<file path="src/logic/lane_mapper_consts.vh">
// Constants for the transport-layer lane mapper
//
// Overview of operation
// - Mode 24: I0,I1 link A; Q0,Q1 link B
// - Modes 48,62,65,70 copy mode 24 layout
// - Mode 25: eight lanes, flag shared per pair
// - Mode 52 copies mode 25 layout
// - Mode 26: four lanes each, own flags
// - Modes 54,63 copy mode 26 layout
// - Mode 27: eight lanes each, own flags
// - Mode 32: even samples A, odd samples B
// - Contiguous 12-bit packing across three lanes
// - Mode 33: channel A/B packed per link
// - Mode 34: one octet, S0 S2 A, S1 S3 B
// - Mode 35: one octet, A and B channels
// - Mode 37: dual channel I/Q, two lanes
// - Mode 38: I0 link A, Q0 link B
// - Down-converted lane word: 15-bit value plus flag
// - Most significant bit sent first
// - Bypass samples are 12-bit offset binary
// - Lowest lanes used, upper lanes powered down
`ifndef LANE_MAPPER_CONSTS_VH
`define LANE_MAPPER_CONSTS_VH

`define MODE_W        7
`define LANE_W        16
`define LANES         8
`define DDC_W         15
`define RAW_W         12
`define OCTET_W       8

`define MODE_24       7'h18
`define MODE_48       7'h30
`define MODE_62       7'h3e
`define MODE_65       7'h41
`define MODE_70       7'h46
`define MODE_25       7'h19
`define MODE_52       7'h34
`define MODE_26       7'h1a
`define MODE_54       7'h36
`define MODE_63       7'h3f
`define MODE_27       7'h1b
`define MODE_32       7'h20
`define MODE_33       7'h21
`define MODE_34       7'h22
`define MODE_35       7'h23
`define MODE_37       7'h25
`define MODE_38       7'h26

`define LANES_2       4'h2
`define LANES_3       4'h3
`define LANES_4       4'h4
`define LANES_8       4'h8
`define LANES_1       4'h1
`define LANES_0       4'h0

`define LANE_RESET    16'h0000

`endif

</file>
<file path="src/logic/pack12_lanes.v">
// Packs four 12-bit samples into three 16-bit lane words
`timescale 1ns/1ps
`default_nettype none
`include "lane_mapper_consts.vh"

module pack12_lanes (
   input  wire [11:0] samp_a,   // First sample
   input  wire [11:0] samp_b,   // Second sample
   input  wire [11:0] samp_c,   // Third sample
   input  wire [11:0] samp_d,   // Fourth sample
   output wire [15:0] lane0,    // Lane word 0
   output wire [15:0] lane1,    // Lane word 1
   output wire [15:0] lane2     // Lane word 2
);

   // Bit 15 of each word goes out first on the lane
   assign lane0 = {samp_a[11:0], samp_b[11:8]};
   assign lane1 = {samp_b[7:0],  samp_c[11:4]};
   assign lane2 = {samp_c[3:0],  samp_d[11:0]};

endmodule // pack12_lanes
`default_nettype wire

</file>
<file path="src/logic/jesd_transport_lane_mapper.v">
// Transport-layer mapper placing samples into per-lane frame words
`timescale 1ns/1ps
`default_nettype none
`include "lane_mapper_consts.vh"

module jesd_transport_lane_mapper #(
   parameter LANES = 8                           // Lanes per link
) (
   input  wire         clk,                      // 100 MHz frame clock
   input  wire         rst_b,                    // Async reset, low
   input  wire [6:0]   transport_mode_code,      // Programmed mode
   input  wire         frame_in_valid,           // New frame of samples
   input  wire [119:0] ddc_inphase,              // I[0..7], 15 bits each
   input  wire [119:0] ddc_quadrature,           // Q[0..7], 15 bits each
   input  wire [7:0]   overrange_flag_inphase,   // Flags for I words
   input  wire [7:0]   overrange_flag_quadrature,// Flags for Q words
   input  wire [14:0]  chan_a_inphase,           // Dual channel A I
   input  wire [14:0]  chan_a_quadrature,        // Dual channel A Q
   input  wire [14:0]  chan_b_inphase,           // Dual channel B I
   input  wire [14:0]  chan_b_quadrature,        // Dual channel B Q
   input  wire         overrange_flag_chan_a_inphase,    // A I flag
   input  wire         overrange_flag_chan_a_quadrature, // A Q flag
   input  wire         overrange_flag_chan_b_inphase,    // B I flag
   input  wire         overrange_flag_chan_b_quadrature, // B Q flag
   input  wire [95:0]  raw_sample,               // Eight 12-bit samples
   output wire [15:0]  link_a_lane0,             // Link A lane 0 word
   output wire [15:0]  link_a_lane1,             // Link A lane 1 word
   output wire [15:0]  link_a_lane2,             // Link A lane 2 word
   output wire [15:0]  link_a_lane3,             // Link A lane 3 word
   output wire [15:0]  link_a_lane4,             // Link A lane 4 word
   output wire [15:0]  link_a_lane5,             // Link A lane 5 word
   output wire [15:0]  link_a_lane6,             // Link A lane 6 word
   output wire [15:0]  link_a_lane7,             // Link A lane 7 word
   output wire [15:0]  link_b_lane0,             // Link B lane 0 word
   output wire [15:0]  link_b_lane1,             // Link B lane 1 word
   output wire [15:0]  link_b_lane2,             // Link B lane 2 word
   output wire [15:0]  link_b_lane3,             // Link B lane 3 word
   output wire [15:0]  link_b_lane4,             // Link B lane 4 word
   output wire [15:0]  link_b_lane5,             // Link B lane 5 word
   output wire [15:0]  link_b_lane6,             // Link B lane 6 word
   output wire [15:0]  link_b_lane7,             // Link B lane 7 word
   output wire [7:0]   lane_enable_a,            // Link A lanes powered
   output wire [7:0]   lane_enable_b,            // Link B lanes powered
   output wire         frame_out_valid,          // Frame words updated
   output wire         mode_supported            // Last mode was known
);

   ////////////////////////////////////////////////////////////////////////
   // Down-converted word: value in 15:1, overrange in bit 0

   function [15:0] ddc_word;
      input [14:0] value;
      input        flag;
      begin
         ddc_word = {value, flag};
      end
   endfunction

   // Bypass octet modes use the top eight bits, sent first
   function [15:0] octet_word;
      input [11:0] value;
      begin
         octet_word = {value[11:4], 8'h00};
      end
   endfunction

   ////////////////////////////////////////////////////////////////////////
   // 12-bit packing, one packer per link

   wire        pack_dual;
   wire [11:0] pa_0;
   wire [11:0] pa_1;
   wire [11:0] pa_2;
   wire [11:0] pa_3;
   wire [11:0] pb_0;
   wire [11:0] pb_1;
   wire [11:0] pb_2;
   wire [11:0] pb_3;
   wire [15:0] pack_a0;
   wire [15:0] pack_a1;
   wire [15:0] pack_a2;
   wire [15:0] pack_b0;
   wire [15:0] pack_b1;
   wire [15:0] pack_b2;

   assign pack_dual = (transport_mode_code == `MODE_33);
   // Single channel splits even and odd samples over the links
   assign pa_0 = pack_dual ? raw_sample[11:0]  : raw_sample[11:0];
   assign pa_1 = pack_dual ? raw_sample[23:12] : raw_sample[35:24];
   assign pa_2 = pack_dual ? raw_sample[35:24] : raw_sample[59:48];
   assign pa_3 = pack_dual ? raw_sample[47:36] : raw_sample[83:72];
   assign pb_0 = pack_dual ? raw_sample[59:48] : raw_sample[23:12];
   assign pb_1 = pack_dual ? raw_sample[71:60] : raw_sample[47:36];
   assign pb_2 = pack_dual ? raw_sample[83:72] : raw_sample[71:60];
   assign pb_3 = pack_dual ? raw_sample[95:84] : raw_sample[95:84];

   pack12_lanes u_pack_a (
      .samp_a (pa_0),
      .samp_b (pa_1),
      .samp_c (pa_2),
      .samp_d (pa_3),
      .lane0  (pack_a0),
      .lane1  (pack_a1),
      .lane2  (pack_a2)
   );

   pack12_lanes u_pack_b (
      .samp_a (pb_0),
      .samp_b (pb_1),
      .samp_c (pb_2),
      .samp_d (pb_3),
      .lane0  (pack_b0),
      .lane1  (pack_b1),
      .lane2  (pack_b2)
   );

   ////////////////////////////////////////////////////////////////////////
   // Layout selection from the mode code

   reg [127:0] next_lane_a;
   reg [127:0] next_lane_b;
   reg [3:0]   next_lanes;
   reg [3:0]   ddc_lanes;
   reg         ddc_shared;
   reg         next_supported;
   reg [7:0]   next_enable;
   integer     k;

   always @* begin
      next_lane_a    = 128'h0;
      next_lane_b    = 128'h0;
      next_lanes     = `LANES_0;
      ddc_lanes      = `LANES_0;
      ddc_shared     = 1'b0;
      next_supported = 1'b1;
      next_enable    = 8'h00;
      case (transport_mode_code)
         `MODE_24, `MODE_48, `MODE_62, `MODE_65, `MODE_70: begin
            ddc_lanes = `LANES_2;
         end
         `MODE_25, `MODE_52: begin
            ddc_lanes  = `LANES_8;
            ddc_shared = 1'b1;
         end
         `MODE_26, `MODE_54, `MODE_63: begin
            ddc_lanes = `LANES_4;
         end
         `MODE_27: begin
            ddc_lanes = `LANES_8;
         end
         `MODE_38: begin
            ddc_lanes = `LANES_1;
         end
         `MODE_37: begin
            next_lanes = `LANES_2;
            next_lane_a[15:0]  = ddc_word(chan_a_inphase,
               overrange_flag_chan_a_inphase);
            next_lane_a[31:16] = ddc_word(chan_a_quadrature,
               overrange_flag_chan_a_quadrature);
            next_lane_b[15:0]  = ddc_word(chan_b_inphase,
               overrange_flag_chan_b_inphase);
            next_lane_b[31:16] = ddc_word(chan_b_quadrature,
               overrange_flag_chan_b_quadrature);
         end
         `MODE_32, `MODE_33: begin
            // Offset binary codes pass through untouched
            next_lanes = `LANES_3;
            next_lane_a[47:0] = {pack_a2, pack_a1, pack_a0};
            next_lane_b[47:0] = {pack_b2, pack_b1, pack_b0};
         end
         `MODE_34: begin
            next_lanes = `LANES_2;
            next_lane_a[15:0]  = octet_word(raw_sample[11:0]);
            next_lane_a[31:16] = octet_word(raw_sample[35:24]);
            next_lane_b[15:0]  = octet_word(raw_sample[23:12]);
            next_lane_b[31:16] = octet_word(raw_sample[47:36]);
         end
         `MODE_35: begin
            next_lanes = `LANES_2;
            next_lane_a[15:0]  = octet_word(raw_sample[11:0]);
            next_lane_a[31:16] = octet_word(raw_sample[23:12]);
            next_lane_b[15:0]  = octet_word(raw_sample[59:48]);
            next_lane_b[31:16] = octet_word(raw_sample[71:60]);
         end
         default: begin
            // Unknown codes drive no lanes rather than a guessed layout
            next_supported = 1'b0;
         end
      endcase
      if (ddc_lanes != `LANES_0) begin
         next_lanes = ddc_lanes;
      end
      // Single-channel down-converted layouts share one loop
      for (k = 0; k < 8; k = k + 1) begin
         if (k < ddc_lanes) begin
            if (ddc_shared) begin
               next_lane_a[k*16 +: 16] = ddc_word(ddc_inphase[k*15 +: 15],
                  overrange_flag_inphase[k/2]);
               next_lane_b[k*16 +: 16] = ddc_word(
                  ddc_quadrature[k*15 +: 15],
                  overrange_flag_quadrature[k/2]);
            end else begin
               next_lane_a[k*16 +: 16] = ddc_word(ddc_inphase[k*15 +: 15],
                  overrange_flag_inphase[k]);
               next_lane_b[k*16 +: 16] = ddc_word(
                  ddc_quadrature[k*15 +: 15],
                  overrange_flag_quadrature[k]);
            end
         end
         if (k < next_lanes) begin
            next_enable[k] = 1'b1;
         end
      end
   end

   ////////////////////////////////////////////////////////////////////////
   // Frame registers, one layout captured per frame

   reg [127:0] lane_a;
   reg [127:0] lane_b;
   reg [7:0]   enable_a;
   reg [7:0]   enable_b;
   reg         out_valid;
   reg         supported;

   always @(posedge clk or negedge rst_b) begin
      if (!rst_b) begin
         lane_a    <= 128'h0;
         lane_b    <= 128'h0;
         enable_a  <= 8'h00;
         enable_b  <= 8'h00;
         out_valid <= 1'b0;
         supported <= 1'b0;
      end else begin
         out_valid <= frame_in_valid;
         if (frame_in_valid) begin
            // Mode is read only here, so a change lands on a frame edge
            lane_a    <= next_lane_a;
            lane_b    <= next_lane_b;
            enable_a  <= next_enable;
            enable_b  <= next_enable;
            supported <= next_supported;
         end
      end
   end

   assign link_a_lane0    = lane_a[15:0];
   assign link_a_lane1    = lane_a[31:16];
   assign link_a_lane2    = lane_a[47:32];
   assign link_a_lane3    = lane_a[63:48];
   assign link_a_lane4    = lane_a[79:64];
   assign link_a_lane5    = lane_a[95:80];
   assign link_a_lane6    = lane_a[111:96];
   assign link_a_lane7    = lane_a[127:112];
   assign link_b_lane0    = lane_b[15:0];
   assign link_b_lane1    = lane_b[31:16];
   assign link_b_lane2    = lane_b[47:32];
   assign link_b_lane3    = lane_b[63:48];
   assign link_b_lane4    = lane_b[79:64];
   assign link_b_lane5    = lane_b[95:80];
   assign link_b_lane6    = lane_b[111:96];
   assign link_b_lane7    = lane_b[127:112];
   assign lane_enable_a   = enable_a;
   assign lane_enable_b   = enable_b;
   assign frame_out_valid = out_valid;
   assign mode_supported  = supported;

endmodule // jesd_transport_lane_mapper
`default_nettype wire

</file>
<file path="config.mk">
export PLATFORM = sky130hd
export DESIGN_NAME = jesd_transport_lane_mapper
export DESIGN_NICKNAME = d
export VERILOG_FILES = /design/src/logic/pack12_lanes.v /design/src/logic/jesd_transport_lane_mapper.v
export VERILOG_INCLUDE_DIRS = /design/src /design/src/logic
export SDC_FILE = /design/constraint.sdc
export NUM_CORES = 1
export LEC_CHECK = 0
export ABC_AREA = 1
export BUFFER_PORTS_ARGS = -buffer_cell sky130_fd_sc_hd__clkbuf_2
export CORE_AREA = 4 4 267 269
export CTS_CLUSTER_SIZE = 24
export DETAILED_ROUTE_END_ITERATION = 8
export DIE_AREA = 0 0 271 273
export PLACE_DENSITY = 0.43
export SYNTH_ARGS = -nofsm -noshare
export SYNTH_HDL_FRONTEND = slang
export SYNTH_HIERARCHICAL = 1
export SYNTH_SLANG_ARGS = --single-unit
</file>
<file path="constraint.sdc">
create_clock -name clk -period 1.02 [get_ports clk]
set_clock_uncertainty 0.2 [all_clocks]
set_input_delay 0 -clock clk [delete_from_list [all_inputs] [get_ports clk]]
set_output_delay 0 -clock clk [all_outputs]
set_load 0.01 [all_outputs]
</file>
==> impl_metrics.yaml <==
yosys:
  synth_nets: 2316
  synth_area_leaders: "dfrtp_1 (47%), nand2_1 (22%), nand3_1 (6.8%)"
  synth.yosys.seq_area_share_pct: 47.3
  synth-edff-count: 0
  synth_common_cells: "nand2_1 (823), dfrtp_1 (266), nand3_1 (191)"
  yosysMostFrequentCell: "nand2_1"
  ys_warn_count: 6
  netlist_area_mm2: 0.0141
  synth-main-ff-cell: "dfrtp_1"
  synth_top_area_share_pct: 47.3
  async_flop_share_pct: 100
  ys_ff_latch: 266
  synthCells: 1890
  yosysUniqueCellTypes: 28
  avgSynthCellArea_um2: 7.45
  yosys.area.top_type: "dfrtp_1"
global_route:
  grt_max_degree: 59
  first_global_vias: 19200
  grt-busiest-layer: "met2"
  grt-ovfl-total: 0
  met3_usage_pct: 5.15
  grt_usage_pct: 20.8
  met1_usage_pct: 24.0
  use_met2_pct: 36.7
  antenna_found_initial: 1
  grt_pass1_wl_um: 119000
power:
  cellLeakagePower_nw: 16.0
  power_density_mw_per_mm2: 969
  ir_worst_vdd_uv: 829
  total_power_mw: 29.8
worst_setup_path:
  endpoint: "lane_enable_a[2]"
  r2r_slack_ns: -0.10
  arrival_ns: 1.18
  crit_chain: "buf_6"
  worst-path-max-fanout: 3
  end_kind: "output pin"
  slowest_delay_ns: 0.48
  required_ns: 0.82
  crit_family: "flip-flops"
  slowest_stage: "dfrtp_2"
  crit_cells: 1
  cp.buffers_inverters: 1
  critPathLaunchType: "flop"
  reg2reg_depth: 4
  r2r_end: "mode_supported"
  crit_type: "flop to output pin"
  cp-startpoint: "lane_enable_b[2]"
  rr_startpoint: "mode_supported"
floorplanning:
  core_mm2: 0.0686
  die_area_mm2: 0.0740
  die_h_um: 273
  start_util_pct: 20.5
  std_cell_rows: 96
  die_w_um: 271
  pin_count: 700
placed_design:
  port_buffers: 699
  dpl-instance-area_mm2: 0.0194
  dp_hpwl_um: 54500
  pre_cts_ws_ns: -0.942
  routabilityCongestion: 0.921
  place_inst: 3448
detailed_routing:
  drt-vias-per-instance: 4.44
  first_iter_violations: 1055
  drcViolationCount: 0
  first_pass_iters: 5
  wire_per_inst_um: 20.0
  routed_wl_um: 83100
  vias: 18400
  postRouteAntennaNets: 0
timing:
  whs_ns: -0.287
  fin_ws_ns: -0.356
  tightest_slew_ns: 0.421
  fmax_mhz: 727
  slew_viol_final: 0
  setup_viol: 539
  relSlewSlack_pct: 72.0
  rsz0062_at_grt: "true"
  timing.final.crit_period_ns: 1.38
  final.period_utilization_pct: 135
  hold_violations: 72
hold_path:
  min_path_type: "input pin to flop"
run_status:
  status: "finished with violations"
  failed_checks: "negative hold slack, negative setup slack"
finish:
  stdcell_count: 4151
  drive_gt1_share_pct: 51.3
  fin_nets: 3625
  stdcell_area_mm2: 0.0308
  synthToLayoutAreaGrowth_pct: 119
cts:
  cts_buffers: 35
  clockBufferDepth: 3
  cts_tree: "done"
  clk_latency_ns: 0.53
  cts_root_buf: "clkbuf_16"
  cts_htree_levels: 2
  holdBufCountCts: 422
  numClockSinks: 266
  clk_transition_reported_paths_ns: 0.05
job:
  maxCapViolations: 0
## report_power, final
| group | switching (mW) | internal (mW) | leakage [nW] | total (mW) |
|---|---|---|---|---|
| clock | 4.98 | 7.24 | 0.543 | 12.2 |
| combinational | 3.12 | 3.40 | 11.8 | 6.52 |
| sequential | 0.224 | 10.8 | 3.68 | 11.1 |
## cell families after synthesis
logic type             synth area share (%)
AOI/OAI and AO/OA                      9.35
DFF                                    47.3
muxes                                  1.28
and+or+nand+nor                        31.3
buffers and inverters                  10.7
## metrics by stage
| step | util, % | TNS [ns] |
|---|---|---|
| 6_report | 44.9 | -120.14 |
| 5_1_grt | 44.9 | -142.71 |
| 4_1_cts | 41.5 | -138.20 |
| 3_5_place_dp | 28.3 | -181.16 |
| 3_3_place_gp | 28.3 | -173.60 |
| 2_1_floorplan | - | -53.83 |
## placed cells by master (no fill, tap or decap), types with 45 or more instances in the layout
master and count:
dfrtp_1 264, buf_4 230, buf_6 124, nand2_2 106, nand3_2 141, buf_12 60, dlygate4sd3_1 421, o21ai_2 48
clkbuf_16 50, nand2_1 672, clkbuf_2 567, a21oi_2 45
## per-layer routing
layer,wire length (µm),vias up
li1,-,8603
met4,3890,0
met5,0,-
met1,32100,8862
met3,5550,188
met2,41600,760
## final cells by class
type / count / area [µm²]
multi-input combinational: 1350 / 8380
antenna: 1 / 2.50
tap: 931 / 1160
clock inverter: 10 / 125
clock buffer: 47 / 981
fill: 6481 / 37800
sequential: 266 / 6660
timing repair buffer: 1499 / 13200
inverter: 47 / 265
## state kept, by name, summed over array words and instances, names as in the netlist
signal / cells
mode_supported: 1
lane_b: 128
lane_a: 128
frame_out_valid: 1
lane_enable_b: 8
## worst min path at each step
stage / depth (start not counted) / endpoint / from / slack, ns
CTS: 3 / lane_a[36] / frame_in_valid / -0.33
finish: 3 / lane_a[35] / frame_in_valid / -0.29
global route: 3 / lane_a[35] / frame_in_valid / -0.28
detailed placement: 1 / lane_b[69] / rst_b / -0.26
floorplan: 0 / frame_out_valid / rst_b / -0.50
global placement: 1 / lane_b[69] / rst_b / -0.27
## repair_timing
| action | CTS | global route |
|---|---|---|
| setup buffers | 127 | 81 |
| pin swaps | 108 | 238 |
| hold endpoints to repair | 530 | 75 |
| resized for setup | 434 | 623 |
| cloned | 38 | 16 |
| endpoints found under the setup margin | 498 | 539 |
(Power assumes the default switching activity.)
